`config.mk`:
```
export PLATFORM = sky130hd
export DESIGN_NAME = sar_conv_host_flat
export DESIGN_NICKNAME = d
export VERILOG_FILES = /design/src/verilog/conv_readout_pkg.sv /design/src/verilog/sar_link_if.sv /design/src/verilog/two_entry_buffer.sv /design/src/verilog/sar_conv_host.sv /design/src/flat_wrapper.sv
export VERILOG_INCLUDE_DIRS = /design/src /design/src/verilog
export SDC_FILE = /design/constraint.sdc
export NUM_CORES = 1
export LEC_CHECK = 0
export BUFFER_PORTS_ARGS = -buffer_cell sky130_fd_sc_hd__buf_2
export CAP_MARGIN = 20
export CELL_PAD_IN_SITES_DETAIL_PLACEMENT = 1
export CELL_PAD_IN_SITES_GLOBAL_PLACEMENT = 2
export CORE_MARGIN = 8
export CORE_UTILIZATION = 44
export CTS_BUF_LIST = sky130_fd_sc_hd__clkbuf_8 sky130_fd_sc_hd__clkbuf_16
export DETAILED_ROUTE_END_ITERATION = 8
export PLACE_DENSITY = 0.88
export SYNTH_ARGS = -nofsm -noshare
export SYNTH_HDL_FRONTEND = slang
export SYNTH_HIERARCHICAL = 1
export SYNTH_SLANG_ARGS = --single-unit
```
`constraint.sdc`:
```
create_clock -name CLOCK -period 4.2 [get_ports CLOCK]
set_input_delay 0.42 -clock CLOCK [delete_from_list [all_inputs] [get_ports CLOCK]]
set_output_delay 0.42 -clock CLOCK [all_outputs]
set_load 0.005 [all_outputs]
```
`src/verilog/sar_readout_cfg.svh`:
```
/*
  Constants of the converter readout: word layout, reset values and timing.
  Assumes the including file runs its logic on the 125 MHz CLOCK.
*/
`ifndef SAR_READOUT_CFG_SVH
`define SAR_READOUT_CFG_SVH

// Word layout
`define RESULT_BITS      16
`define RESULT_MSB       15
`define SIGN_FLIP        16'h8000
`define RESULT_RESET     16'h0000
`define SAR_FIRST_STEP   4'hf

// Clock period of both CLOCK inputs
`define CLK_PERIOD_NS    8

// Least spacing of two starts, 5 million samples per second
`define CONV_PERIOD_NS   200
`define CONV_PERIOD_CYC  ((`CONV_PERIOD_NS + `CLK_PERIOD_NS - 1) / `CLK_PERIOD_NS)

// Start edge to first result bit available
`define FIRST_BIT_READY_NS  200
`define FIRST_BIT_READY_CYC ((`FIRST_BIT_READY_NS + `CLK_PERIOD_NS - 1) / `CLK_PERIOD_NS)

// Width of the start pulse
`define CNV_HIGH_NS      16
`define CNV_HIGH_CYC     ((`CNV_HIGH_NS + `CLK_PERIOD_NS - 1) / `CLK_PERIOD_NS)

// Acquisition time after each conversion
`define ACQ_NS           40
`define ACQ_CYC          ((`ACQ_NS + `CLK_PERIOD_NS - 1) / `CLK_PERIOD_NS)

// Read clock half period and echo settling tail, in CLOCK cycles
`define READ_HALF_CYC    3
`define TAIL_CYC         4

`endif

```
`src/verilog/conv_readout_pkg.sv`:
```
/*
  Types shared by both ends of the converter readout link.
  Assumes nothing beyond a SystemVerilog compiler.
*/
`default_nettype none

package conv_readout_pkg;

  // Conversion sequencer of the converter
  typedef enum logic [1:0] {CV_ACQ, CV_READY, CV_CONVERT} conv_state_t;

  // Sequencer of the capturing host
  typedef enum logic [2:0] {H_IDLE, H_START, H_WAIT, H_BURST, H_TAIL, H_PUSH} host_state_t;

  typedef logic [15:0] word_t;

endpackage : conv_readout_pkg

`default_nettype wire

```
`src/verilog/sar_link_if.sv`:
```
/*
  Pins between the converter and its host: differential start, burst read
  clock, differential data, echoed clock and the two mode pins.
  Assumes the bench resolves nothing: every pin has exactly one driver.
*/
`timescale 1ns/1ns
`default_nettype none

interface sar_link_if;
  logic conv_start_p;
  logic conv_start_n;
  logic read_clk_p;
  logic read_clk_n;
  logic data_p;
  logic data_n;
  logic echo_p;
  logic echo_n;
  logic snooze;
  logic echo_mode;

  modport dev (
    input  conv_start_p,
    input  conv_start_n,
    input  read_clk_p,
    input  read_clk_n,
    input  snooze,
    input  echo_mode,
    output data_p,
    output data_n,
    output echo_p,
    output echo_n
  );

  modport host (
    output conv_start_p,
    output conv_start_n,
    output read_clk_p,
    output read_clk_n,
    output snooze,
    output echo_mode,
    input  data_p,
    input  data_n,
    input  echo_p,
    input  echo_n
  );
endinterface : sar_link_if

`default_nettype wire

```
`src/verilog/two_entry_buffer.sv`:
```
/*
  Two-entry buffer with valid and ready on both sides.
  Assumes both sides run on one clock; in_ready falls only when both entries hold.
*/
`timescale 1ns/1ns
`default_nettype none

module two_entry_buffer #(
  parameter int WIDTH = 16
) (
  input  wire logic             clock,
  input  wire logic             arst_n,
  input  wire logic             in_valid,
  output logic                  in_ready,
  input  wire logic [WIDTH-1:0] in_data,
  output logic                  out_valid,
  input  wire logic             out_ready,
  output logic      [WIDTH-1:0] out_data
);

  logic [WIDTH-1:0] spare;
  logic             spare_valid;
  logic             take_out;

  // Output entry may be refilled when empty or being taken
  assign take_out = out_ready || !out_valid;
  assign in_ready = !spare_valid;

  // Output entry
  always_ff @(posedge clock or negedge arst_n) begin
    if (!arst_n) begin
      out_valid <= 1'b0;
      out_data  <= '0;
    end else if (take_out) begin
      if (spare_valid) begin
        out_valid <= 1'b1;
        out_data  <= spare;
      end else begin
        out_valid <= in_valid;
        out_data  <= in_data;
      end
    end
  end

  // Spare entry catches a word while the drain stalls
  always_ff @(posedge clock or negedge arst_n) begin
    if (!arst_n) begin
      spare_valid <= 1'b0;
      spare       <= '0;
    end else if (take_out) begin
      spare_valid <= 1'b0;
    end else if (in_valid && in_ready) begin
      spare_valid <= 1'b1;
      spare       <= in_data;
    end
  end

endmodule : two_entry_buffer

`default_nettype wire

```
`src/verilog/sar_conv_host.sv`:
```
/*
  Host end: issues start pulses, waits for the first bit, bursts the read
  clock from CLOCK and collects the sixteen bits into a two-entry buffer.
  Assumes the user side shares CLOCK; link inputs are synchronised here.
*/
`timescale 1ns/1ns
`default_nettype none

`include "sar_readout_cfg.svh"

module sar_conv_host
  import conv_readout_pkg::*;
(
  input  wire logic        CLOCK,
  input  wire logic        ARST_N,
  sar_link_if.host         link,
  input  wire logic        RUN,
  input  wire logic        SNOOZE,
  input  wire logic        ECHO_MODE,
  output logic [15:0]      RESULT,
  output logic             RESULT_VALID,
  input  wire logic        RESULT_READY,
  output logic             BUSY
);

  host_state_t state;
  logic [7:0]  wait_cnt;
  logic [7:0]  period_cnt;
  logic [2:0]  phase;
  logic [4:0]  bits_sent;
  logic [1:0]  rx_meta;
  logic [1:0]  rx_sync;
  logic        echo_prev;
  logic        take_bit;
  word_t       word;
  logic        cnv;
  logic        rclk;
  logic        snz;
  logic        mode;
  logic        push;
  logic        buf_ready;

  // Data and echo pins, synchronised
  always_ff @(posedge CLOCK or negedge ARST_N) begin
    if (!ARST_N) begin
      rx_meta   <= 2'h0;
      rx_sync   <= 2'h0;
      echo_prev <= 1'b0;
    end else begin
      rx_meta   <= {link.echo_p, link.data_p};
      rx_sync   <= rx_meta;
      echo_prev <= rx_sync[1];
    end
  end

  // Bit capture: on each echo edge, or late in each own bit period
  assign take_bit = mode ? (rx_sync[1] != echo_prev) :
                    (state == H_BURST && phase == 3'(2 * `READ_HALF_CYC - 1));

  always_ff @(posedge CLOCK or negedge ARST_N) begin
    if (!ARST_N) begin
      word <= '0;
    end else if (take_bit && (state == H_BURST || state == H_TAIL)) begin
      word <= {word[14:0], rx_sync[0]};
    end
  end

  // Least start spacing counter
  always_ff @(posedge CLOCK or negedge ARST_N) begin
    if (!ARST_N) begin
      period_cnt <= 8'h00;
    end else if (state == H_IDLE && period_cnt == 8'h00 && RUN && !snz && buf_ready) begin
      period_cnt <= 8'(`CONV_PERIOD_CYC - 1);
    end else if (period_cnt != 8'h00) begin
      period_cnt <= period_cnt - 8'h01;
    end
  end

  // Sequencer
  always_ff @(posedge CLOCK or negedge ARST_N) begin
    if (!ARST_N) begin
      state     <= H_IDLE;
      wait_cnt  <= 8'h00;
      phase     <= 3'h0;
      bits_sent <= 5'h00;
    end else begin
      case (state)
        H_IDLE: begin
          // Buffer back-pressure stalls the next start
          if (period_cnt == 8'h00 && RUN && !snz && buf_ready) begin
            state    <= H_START;
            wait_cnt <= 8'(`CNV_HIGH_CYC - 1);
          end
        end
        H_START: begin
          if (wait_cnt == 8'h00) begin
            state    <= H_WAIT;
            wait_cnt <= 8'(`FIRST_BIT_READY_CYC - `CNV_HIGH_CYC - 1);
          end else begin
            wait_cnt <= wait_cnt - 8'h01;
          end
        end
        H_WAIT: begin
          // Read clock stays low until the first bit is ready
          if (wait_cnt == 8'h00) begin
            state     <= H_BURST;
            phase     <= 3'h0;
            bits_sent <= 5'h00;
          end else begin
            wait_cnt <= wait_cnt - 8'h01;
          end
        end
        H_BURST: begin
          if (phase == 3'(2 * `READ_HALF_CYC - 1)) begin
            phase     <= 3'h0;
            bits_sent <= bits_sent + 5'h01;
            if (bits_sent == 5'(`RESULT_BITS - 1)) begin
              state    <= H_TAIL;
              wait_cnt <= 8'(`TAIL_CYC - 1);
            end
          end else begin
            phase <= phase + 3'h1;
          end
        end
        H_TAIL: begin
          // Late echo edges of the last bit still arrive here
          if (wait_cnt == 8'h00) begin
            state <= H_PUSH;
          end else begin
            wait_cnt <= wait_cnt - 8'h01;
          end
        end
        H_PUSH: begin
          state <= H_IDLE;
        end
        default: begin
          state <= H_IDLE;
        end
      endcase
    end
  end

  // Pin drivers: start pulse, burst clock, mode pins changed only in idle
  always_ff @(posedge CLOCK or negedge ARST_N) begin
    if (!ARST_N) begin
      cnv  <= 1'b0;
      rclk <= 1'b0;
      snz  <= 1'b0;
      mode <= 1'b0;
      BUSY <= 1'b0;
    end else begin
      cnv  <= (state == H_IDLE && period_cnt == 8'h00 && RUN && !snz && buf_ready) ||
              (state == H_START && wait_cnt != 8'h00);
      rclk <= (state == H_BURST) && (phase < 3'(`READ_HALF_CYC));
      BUSY <= (state != H_IDLE);
      if (state == H_IDLE) begin
        snz  <= SNOOZE;
        mode <= ECHO_MODE;
      end
    end
  end

  assign push = (state == H_PUSH);

  assign link.conv_start_p = cnv;
  assign link.conv_start_n = ~cnv;
  assign link.read_clk_p   = rclk;
  assign link.read_clk_n   = ~rclk;
  assign link.snooze       = snz;
  assign link.echo_mode    = mode;

  // Result queue toward the user
  two_entry_buffer #(
    .WIDTH (`RESULT_BITS)
  ) result_queue (
    .clock     (CLOCK),
    .arst_n    (ARST_N),
    .in_valid  (push),
    .in_ready  (buf_ready),
    .in_data   (word),
    .out_valid (RESULT_VALID),
    .out_ready (RESULT_READY),
    .out_data  (RESULT)
  );

endmodule : sar_conv_host

`default_nettype wire

```
`src/flat_wrapper.sv`:
```
// flat-port wrapper written by rule: the top's interface ports become plain ports
module sar_conv_host_flat import conv_readout_pkg::*;
  (CLOCK, ARST_N, RUN, SNOOZE, ECHO_MODE, RESULT, RESULT_VALID, RESULT_READY, BUSY, link_conv_start_p, link_conv_start_n, link_read_clk_p, link_read_clk_n, link_snooze, link_echo_mode, link_data_p, link_data_n, link_echo_p, link_echo_n);
  sar_link_if link_i ();
  input  wire logic CLOCK;
  input  wire logic ARST_N;
  input  wire logic RUN;
  input  wire logic SNOOZE;
  input  wire logic ECHO_MODE;
  output logic [15:0] RESULT;
  output logic RESULT_VALID;
  input  wire logic RESULT_READY;
  output logic BUSY;
  output wire logic [$bits(link_i.conv_start_p)-1:0] link_conv_start_p;
  output wire logic [$bits(link_i.conv_start_n)-1:0] link_conv_start_n;
  output wire logic [$bits(link_i.read_clk_p)-1:0] link_read_clk_p;
  output wire logic [$bits(link_i.read_clk_n)-1:0] link_read_clk_n;
  output wire logic [$bits(link_i.snooze)-1:0] link_snooze;
  output wire logic [$bits(link_i.echo_mode)-1:0] link_echo_mode;
  input wire logic [$bits(link_i.data_p)-1:0] link_data_p;
  input wire logic [$bits(link_i.data_n)-1:0] link_data_n;
  input wire logic [$bits(link_i.echo_p)-1:0] link_echo_p;
  input wire logic [$bits(link_i.echo_n)-1:0] link_echo_n;
  assign link_conv_start_p = link_i.conv_start_p;
  assign link_conv_start_n = link_i.conv_start_n;
  assign link_read_clk_p = link_i.read_clk_p;
  assign link_read_clk_n = link_i.read_clk_n;
  assign link_snooze = link_i.snooze;
  assign link_echo_mode = link_i.echo_mode;
  assign link_i.data_p = link_data_p;
  assign link_i.data_n = link_data_n;
  assign link_i.echo_p = link_echo_p;
  assign link_i.echo_n = link_echo_n;
  sar_conv_host u_core (.CLOCK(CLOCK), .ARST_N(ARST_N), .link(link_i), .RUN(RUN), .SNOOZE(SNOOZE), .ECHO_MODE(ECHO_MODE), .RESULT(RESULT), .RESULT_VALID(RESULT_VALID), .RESULT_READY(RESULT_READY), .BUSY(BUSY));
endmodule
```
**Yosys cells after proc, flatten, opt, wreduce, memory -nomap -nowiden**

Cells that the tools add are included.

- Add/subtract/negate cells: 4
- $lt $le $gt $ge: 1
- Equal/unequal tests: 15
- Mux-type cells: 26
- Bitwise logic cells: 3
- Reductions and logical operators: 34

Operator list:

| cell | count |
|---|---|
| $mux 8 | 7 |
| $pmux 8 s4 | 1 |
| $mux 3 | 8 |
| $logic_not 8->1 | 2 |
| $mux 16 | 1 |
| $reduce_bool 8->1 | 2 |
| $sub 8x1->8 const B | 2 |
| $pmux 3 s5 | 1 |
| $logic_and 1x1->1 | 12 |
| $mux 5 | 2 |
| $ne 2x2->1 const B | 5 |
| $pmux 5 s2 | 1 |
| $eq 3x3->1 const B | 3 |
| $eq 3x2->1 const B | 2 |
| $pmux 3 s2 | 1 |
| $reduce_and 6->1 | 1 |
| $reduce_bool 2->1 | 3 |
| $add 5x1->5 const B | 1 |
| $eq 5x4->1 const B | 1 |
| $reduce_and 5->1 | 1 |
| $mux 1 | 4 |
| $ne 2x1->1 const B | 2 |
| $reduce_and 2->1 | 2 |
| $reduce_bool 4->1 | 1 |
| 11 further kinds | 17 |

- Register bits: 87
- Input port bits: 10
- Output and inout bits: 24
- Logic and storage cells: 101

**Longest topological paths before layout**

- Depth in word-level cells: 6
- Depth in mapped cells: 8

**Cells and area by module**

The synthesis kept the hierarchy.

Modules (own cells, without submodules):

| module | instances | cells each | area an instance (µm²) |
|---|---|---|---|
| sar_conv_host | 1 | 234 | 2537.4 |
| two_entry_buffer | 1 | 94 | 1535.2 |

**Worst setup path after synthesis**

OpenSTA, ideal clock, no wires.

- Kind: register to register
- Start: register u_core.wait_cnt[0]
- End: register u_core.phase[2]
- Setup time: 0.127 ns
- Data arrival time: 1.903 ns
- Slack: 2.170 ns
- Stages on the path, launching flop included: 8
- Path buffers: 0
- Clock period less this slack: 2.030 ns
- Cells stage by stage: dfrtp_1 inv_1 ha_1 or4b_2 nor4_4 nor2_1 o21ai_1 o31ai_1

- Cells in the longest elaborated chain, start to end: 3

Ends and longest elaborated chain:

| item | RTL line | text |
|---|---|---|
| start, declared | sar_conv_host.sv:27 | `logic [7:0] wait_cnt;` |
| start signal, assigned | sar_conv_host.sv:92 | `` wait_cnt <= 8'(`CNV_HIGH_CYC - 1); `` |
| start signal, assigned | sar_conv_host.sv:98 | `` wait_cnt <= 8'(`FIRST_BIT_READY_CYC - `CNV_HIGH_CYC - 1); `` |
| start signal, assigned | sar_conv_host.sv:100 | `wait_cnt <= wait_cnt - 8'h01;` |
| $logic_not 8->1 | sar_conv_host.sv:105 | `if (wait_cnt == 8'h00) begin` |
| $ne 2x1->1 (no source line) | n/a |  |
| $reduce_and 2->1 (no source line) | n/a |  |
| end signal, assigned | sar_conv_host.sv:122 | `phase <= phase + 3'h1;` |
| end, declared | sar_conv_host.sv:29 | `logic [2:0] phase;` |

Every way passes these cells.
A chain may end at the register's enable or synchronous reset.

**Final worst setup path**

- Start: register u_core.result_queue.spare_valid
- End: register u_core.period_cnt[7]

- Cells in the longest elaborated chain, start to end: 3
- Elaborated cells on any way between the ends: 4

Ends and longest elaborated chain:

| item | RTL line | text |
|---|---|---|
| start, declared | two_entry_buffer.sv:22 | `logic spare_valid;` |
| start signal, assigned | two_entry_buffer.sv:48 | `spare_valid <= 1'b0;` |
| start signal, assigned | two_entry_buffer.sv:51 | `spare_valid <= 1'b0;` |
| start signal, assigned | two_entry_buffer.sv:53 | `spare_valid <= 1'b1;` |
| $logic_not 1->1 (*) | two_entry_buffer.sv:27 | `assign in_ready = !spare_valid;` |
| named net u_core.buf_ready | sar_conv_host.sv:41 | `logic buf_ready;` |
| $logic_and 1x1->1 (*) | sar_conv_host.sv:72 | `end else if (state == H_IDLE && period_cnt == 8'h00 && RUN && !snz && buf_ready) begin` |
| $mux 8 / $reduce_bool 2->1 (equally long branches) | n/a |  |
| end signal, assigned | sar_conv_host.sv:73 | `` period_cnt <= 8'(`CONV_PERIOD_CYC - 1); `` |
| end signal, assigned | sar_conv_host.sv:75 | `period_cnt <= period_cnt - 8'h01;` |
| end, declared | sar_conv_host.sv:28 | `logic [7:0] period_cnt;` |

The timed path passes the listed nets; every way through them passes the cells marked *.

==> implementation parameters <==
Parameter                              Value

Status
  Result of the run ... finished clean

Worst setup path
  Ordered list of cells on the worst path ... inv_1, nand3b_1, nor2_1, o21ai_0, nor3b_1, mux2_2
  Buf+Inv Stages, Crit Path ... 1
  Crit path launch type ... register
  CP Max Fanout ... 19
  WP data arrival ... 2.61 ns
  Largest delay share family, worst path ... flip-flops
  Peak per-stage delay on the critical path ... 0.93 ns
  Cell with the largest stage delay on the worst path ... dfrtp_1
  Setup crit end kind ... register
  Critical Path RT ... 4.44 ns
  Kind of critical path ... register to register

GRT
  Number of global-route vias before repair ... 2745
  Total congestion overflow after global routing ... 0
  GRT Total Usage ... 13.7%
  Maximum number of pins on one net before global-route repair ... 88
  Wire length of the first global-routing pass ... 14100 um
  Initial antenna violation count ... 0

Cells and area
  Fill count ... 959
  Fin area ... 4510 um2
  Layout cells sized above 1 ... 34.3%
  Count of non-filler cells in the finished layout ... 478
  Nets@finish ... 377
  Final core occ ... 49.5%
  Antenna cell count ... 0
  Seq. cell area ... 2180 um2
  Layout area overhead ... 10.7%
  Footprint of the multi-input gates ... 1760 um2

Place
  Post-DP Area ... 4290 um2
  Cells after DPL ... 460
  Number of input and output port buffers inserted ... 31
  Weighted congestion at the end of routability-driven global placement ... 0.742
  Dpl ws ... 1.83 ns
  Sum of net half-perimeters after detailed placement ... 5550 um

Clock network
  Clock latency on the worst-skew pair ... 0.35 ns
  TritonCTS clock tree ... yes
  Number of H-tree branching levels ... 3
  Number of clock sinks ... 87
  Root Buffer Master ... clkbuf_8
  Number of buffers inserted during clock tree synthesis ... 9
  Largest buffer count on any clock path ... 2
  Post-CTS clock slew at the launch and capture registers of the worst setup and hold paths ... 0.09 ns
  Number of instances resized during post-cts repair ... 0

STA
  Maximum achievable frequency ... 421 MHz
  Max_slew headroom ... 37.8%
  Worst clock skew ... 0.0103 ns
  Shortest clock period the worst path allows after layout ... 2.38 ns
  Final setup viols ... 0
  Slew Limit Fails ... 0
  Transition time of the tightest slew-check pin ... 0.933 ns
  Setup repair after global routing missed its margin ... false
  TNS Setup ... 0 ns
  Hold violation count in the final report ... 0
  Final worst-path cycle share ... 56.6%
  Final Worst Setup Slack ... 1.82 ns

Routing
  Average via count per standard cell ... 5.48
  Post-detailed-route wirelength per cell ... 16.9 um
  Detailed Route WL ... 8100 um
  Antenna-violating nets left ... 0
  Detailed Routing Iterations Pass 1 ... 4
  Drt drc ... 0
  Via Count ... 2619
  Initial detailed-routing violation count ... 77

Synth
  Share of synthesized flip-flops with an asynchronous set or reset ... 100%
  Net count after synthesis ... 343
  Cell types occupying the most area after synthesis ... dfrtp_1, mux2_2, mux2_4, nand2_1, o21ai_0
  Flip-flop cell with the highest count after synthesis ... dfrtp_1
  Warnings from Yosys ... 6
  Proportion of netlist area held by the largest area contributor ... 53.5%
  Syn avg cell area ... 12.4 um2
  Sequential element share of the synthesized area ... 53.5%
  Register bit count reported by yosys ... 87
  Dominant cell by count in the synthesized netlist ... dfrtp_1
  Synthesized netlist cell count ... 328
  Post-synthesis instance area ... 4070 um2
  Synth cell count leaders ... dfrtp_1, mux2_2, nand2_1, nor2_1, o21ai_0
  Count of flip-flops with a built-in enable after synthesis ... 0
  Number of distinct standard cells referenced by the synthesized netlist ... 54
  Synth area leader ... dfrtp_1

Min path
  Kind of path behind the tightest hold check ... input pin to register

Floorplan
  I/O pin count ... 34
  Die area ... 12600 um2
  Initial core utilization ... 44.7%
  Die height ... 112 um
  Width of the die ... 112 um
  Row Count ... 35
  Core region area ... 9110 um2

Power and ir drop
  Largest voltage drop on the vdd net ... 0.152 mV
  Total power per unit cell area ... 310 nW/um2
  Static leakage ... 2.17 nW

Run
  Max-Cap Viols ... 0
[kinds of logic after synthesis]
family,Yosys count,share of synthesized area (%)
buffers and inverters,23,3.29
adder cells (fa/ha/maj),5,1.54
XOR/XNOR,5,1.08
multiplexers,69,19.9
AO/OA/AOI/OAI,45,7.47
AND/OR/NAND/NOR,94,13.3
flip-flops,87,53.5
[path summary, 6_finish.rpt]
| path | startpoint | endpoint | slack, ns | depth (start not counted) |
|---|---|---|---|---|
| setup / recovery | u_core/result_queue/spare_valid | u_core/period_cnt[7] | 1.82 | 6 |
| hold / removal | link_data_p | u_core/rx_meta[0] | 0.17 | 1 |
| setup reg to reg | u_core/result_queue/spare_valid | u_core/period_cnt[7] | 1.82 | 6 |
| hold reg to reg | u_core/rx_meta[0] | u_core/rx_sync[0] | 0.36 | 0 |
| max in group asynchronous | ARST_N | u_core/result_queue/out_data[9] | 3.11 | 3 |
| min in group asynchronous | ARST_N | u_core/wait_cnt[3] | 0.48 | 2 |
[sequential cells by signal, indices dropped and copies added (netlist names), 2 cells and up]
signal	flops
u_core/result_queue/spare	16
u_core/state	3
u_core/phase	3
u_core/word	16
u_core/rx_meta	2
u_core/period_cnt	8
u_core/result_queue/out_data	16
u_core/wait_cnt	8
u_core/rx_sync	2
u_core/bits_sent	5
[worst reg2reg max path, delay by kind of cell (launching register included)]
family | cells | cell delay [ns]
multiplexers | 1 | 0.29
AO/OA/AOI/OAI | 1 | 0.47
buffers and inverters | 1 | 0.12
flip-flops | 1 | 0.93
AND/OR/NAND/NOR | 3 | 0.47
[cell usage in the layout (no fill, tap or decap), types with 2 or more instances in the layout]
cell,Yosys,routed
o32ai_1,2,2
inv_1,12,13
nor3b_1,4,4
or3_1,4,4
mux2i_1,3,3
mux2_2,56,56
a21oi_1,6,6
nor2_1,23,23
o21ai_0,20,20
o21ai_1,2,2
nor3_1,8,8
nand2_1,31,31
buf_4,1,2
clkinv_4,0,3
ha_1,5,5
or4b_2,2,2
xor2_1,4,4
clkbuf_8,0,9
and2_1,2,2
dfrtp_1,87,87
buf_2,4,30
nand4b_1,2,2
mux2_4,10,10
o31ai_1,2,2
nand3b_1,4,4
[area by class of cell]
type	count	share of cell area, %
clock buffer	9	2.75
clock inverter	7	1.28
inverter	12	0.999
multi-input combinational	218	39.1
sequential	87	48.3
tap	111	3.08
timing repair buffer	34	4.50
[layer usage]
| layer | part of all wire, % | global-route usage, % | vias to the layer above |
|---|---|---|---|
| met1 | 46 | 17.3 | 1336 |
| li1 | - | - | 1237 |
| met4 | 1.7 | 5.04 | 0 |
| met3 | 3.1 | 3.76 | 10 |
| met2 | 49 | 22.0 | 36 |
| met5 | 0 | 0 | - |
[report_power, final]
part           total, mW  internal [mW]  switching (mW)
Clock              0.532          0.222           0.310
Combinational     0.0248        0.00665          0.0181
Sequential         0.840          0.839        0.000935
Total               1.40           1.07           0.329
[metrics by stage]
step	hold slack (ns)	total power [mW]
global placement	0.333	0.879
CTS	0.148	1.42
detailed placement	0.340	0.879
floorplan	0.124	0.858
finish	0.172	1.40
global route	0.138	1.46
[repair_timing]
action                                  CTS  global route
hold endpoints to repair                  0            14
hold buffers                              0             1
setup buffers                             0             0
endpoints found under the setup margin    0             0
Note: power is estimated with default switching activity, not from simulation.
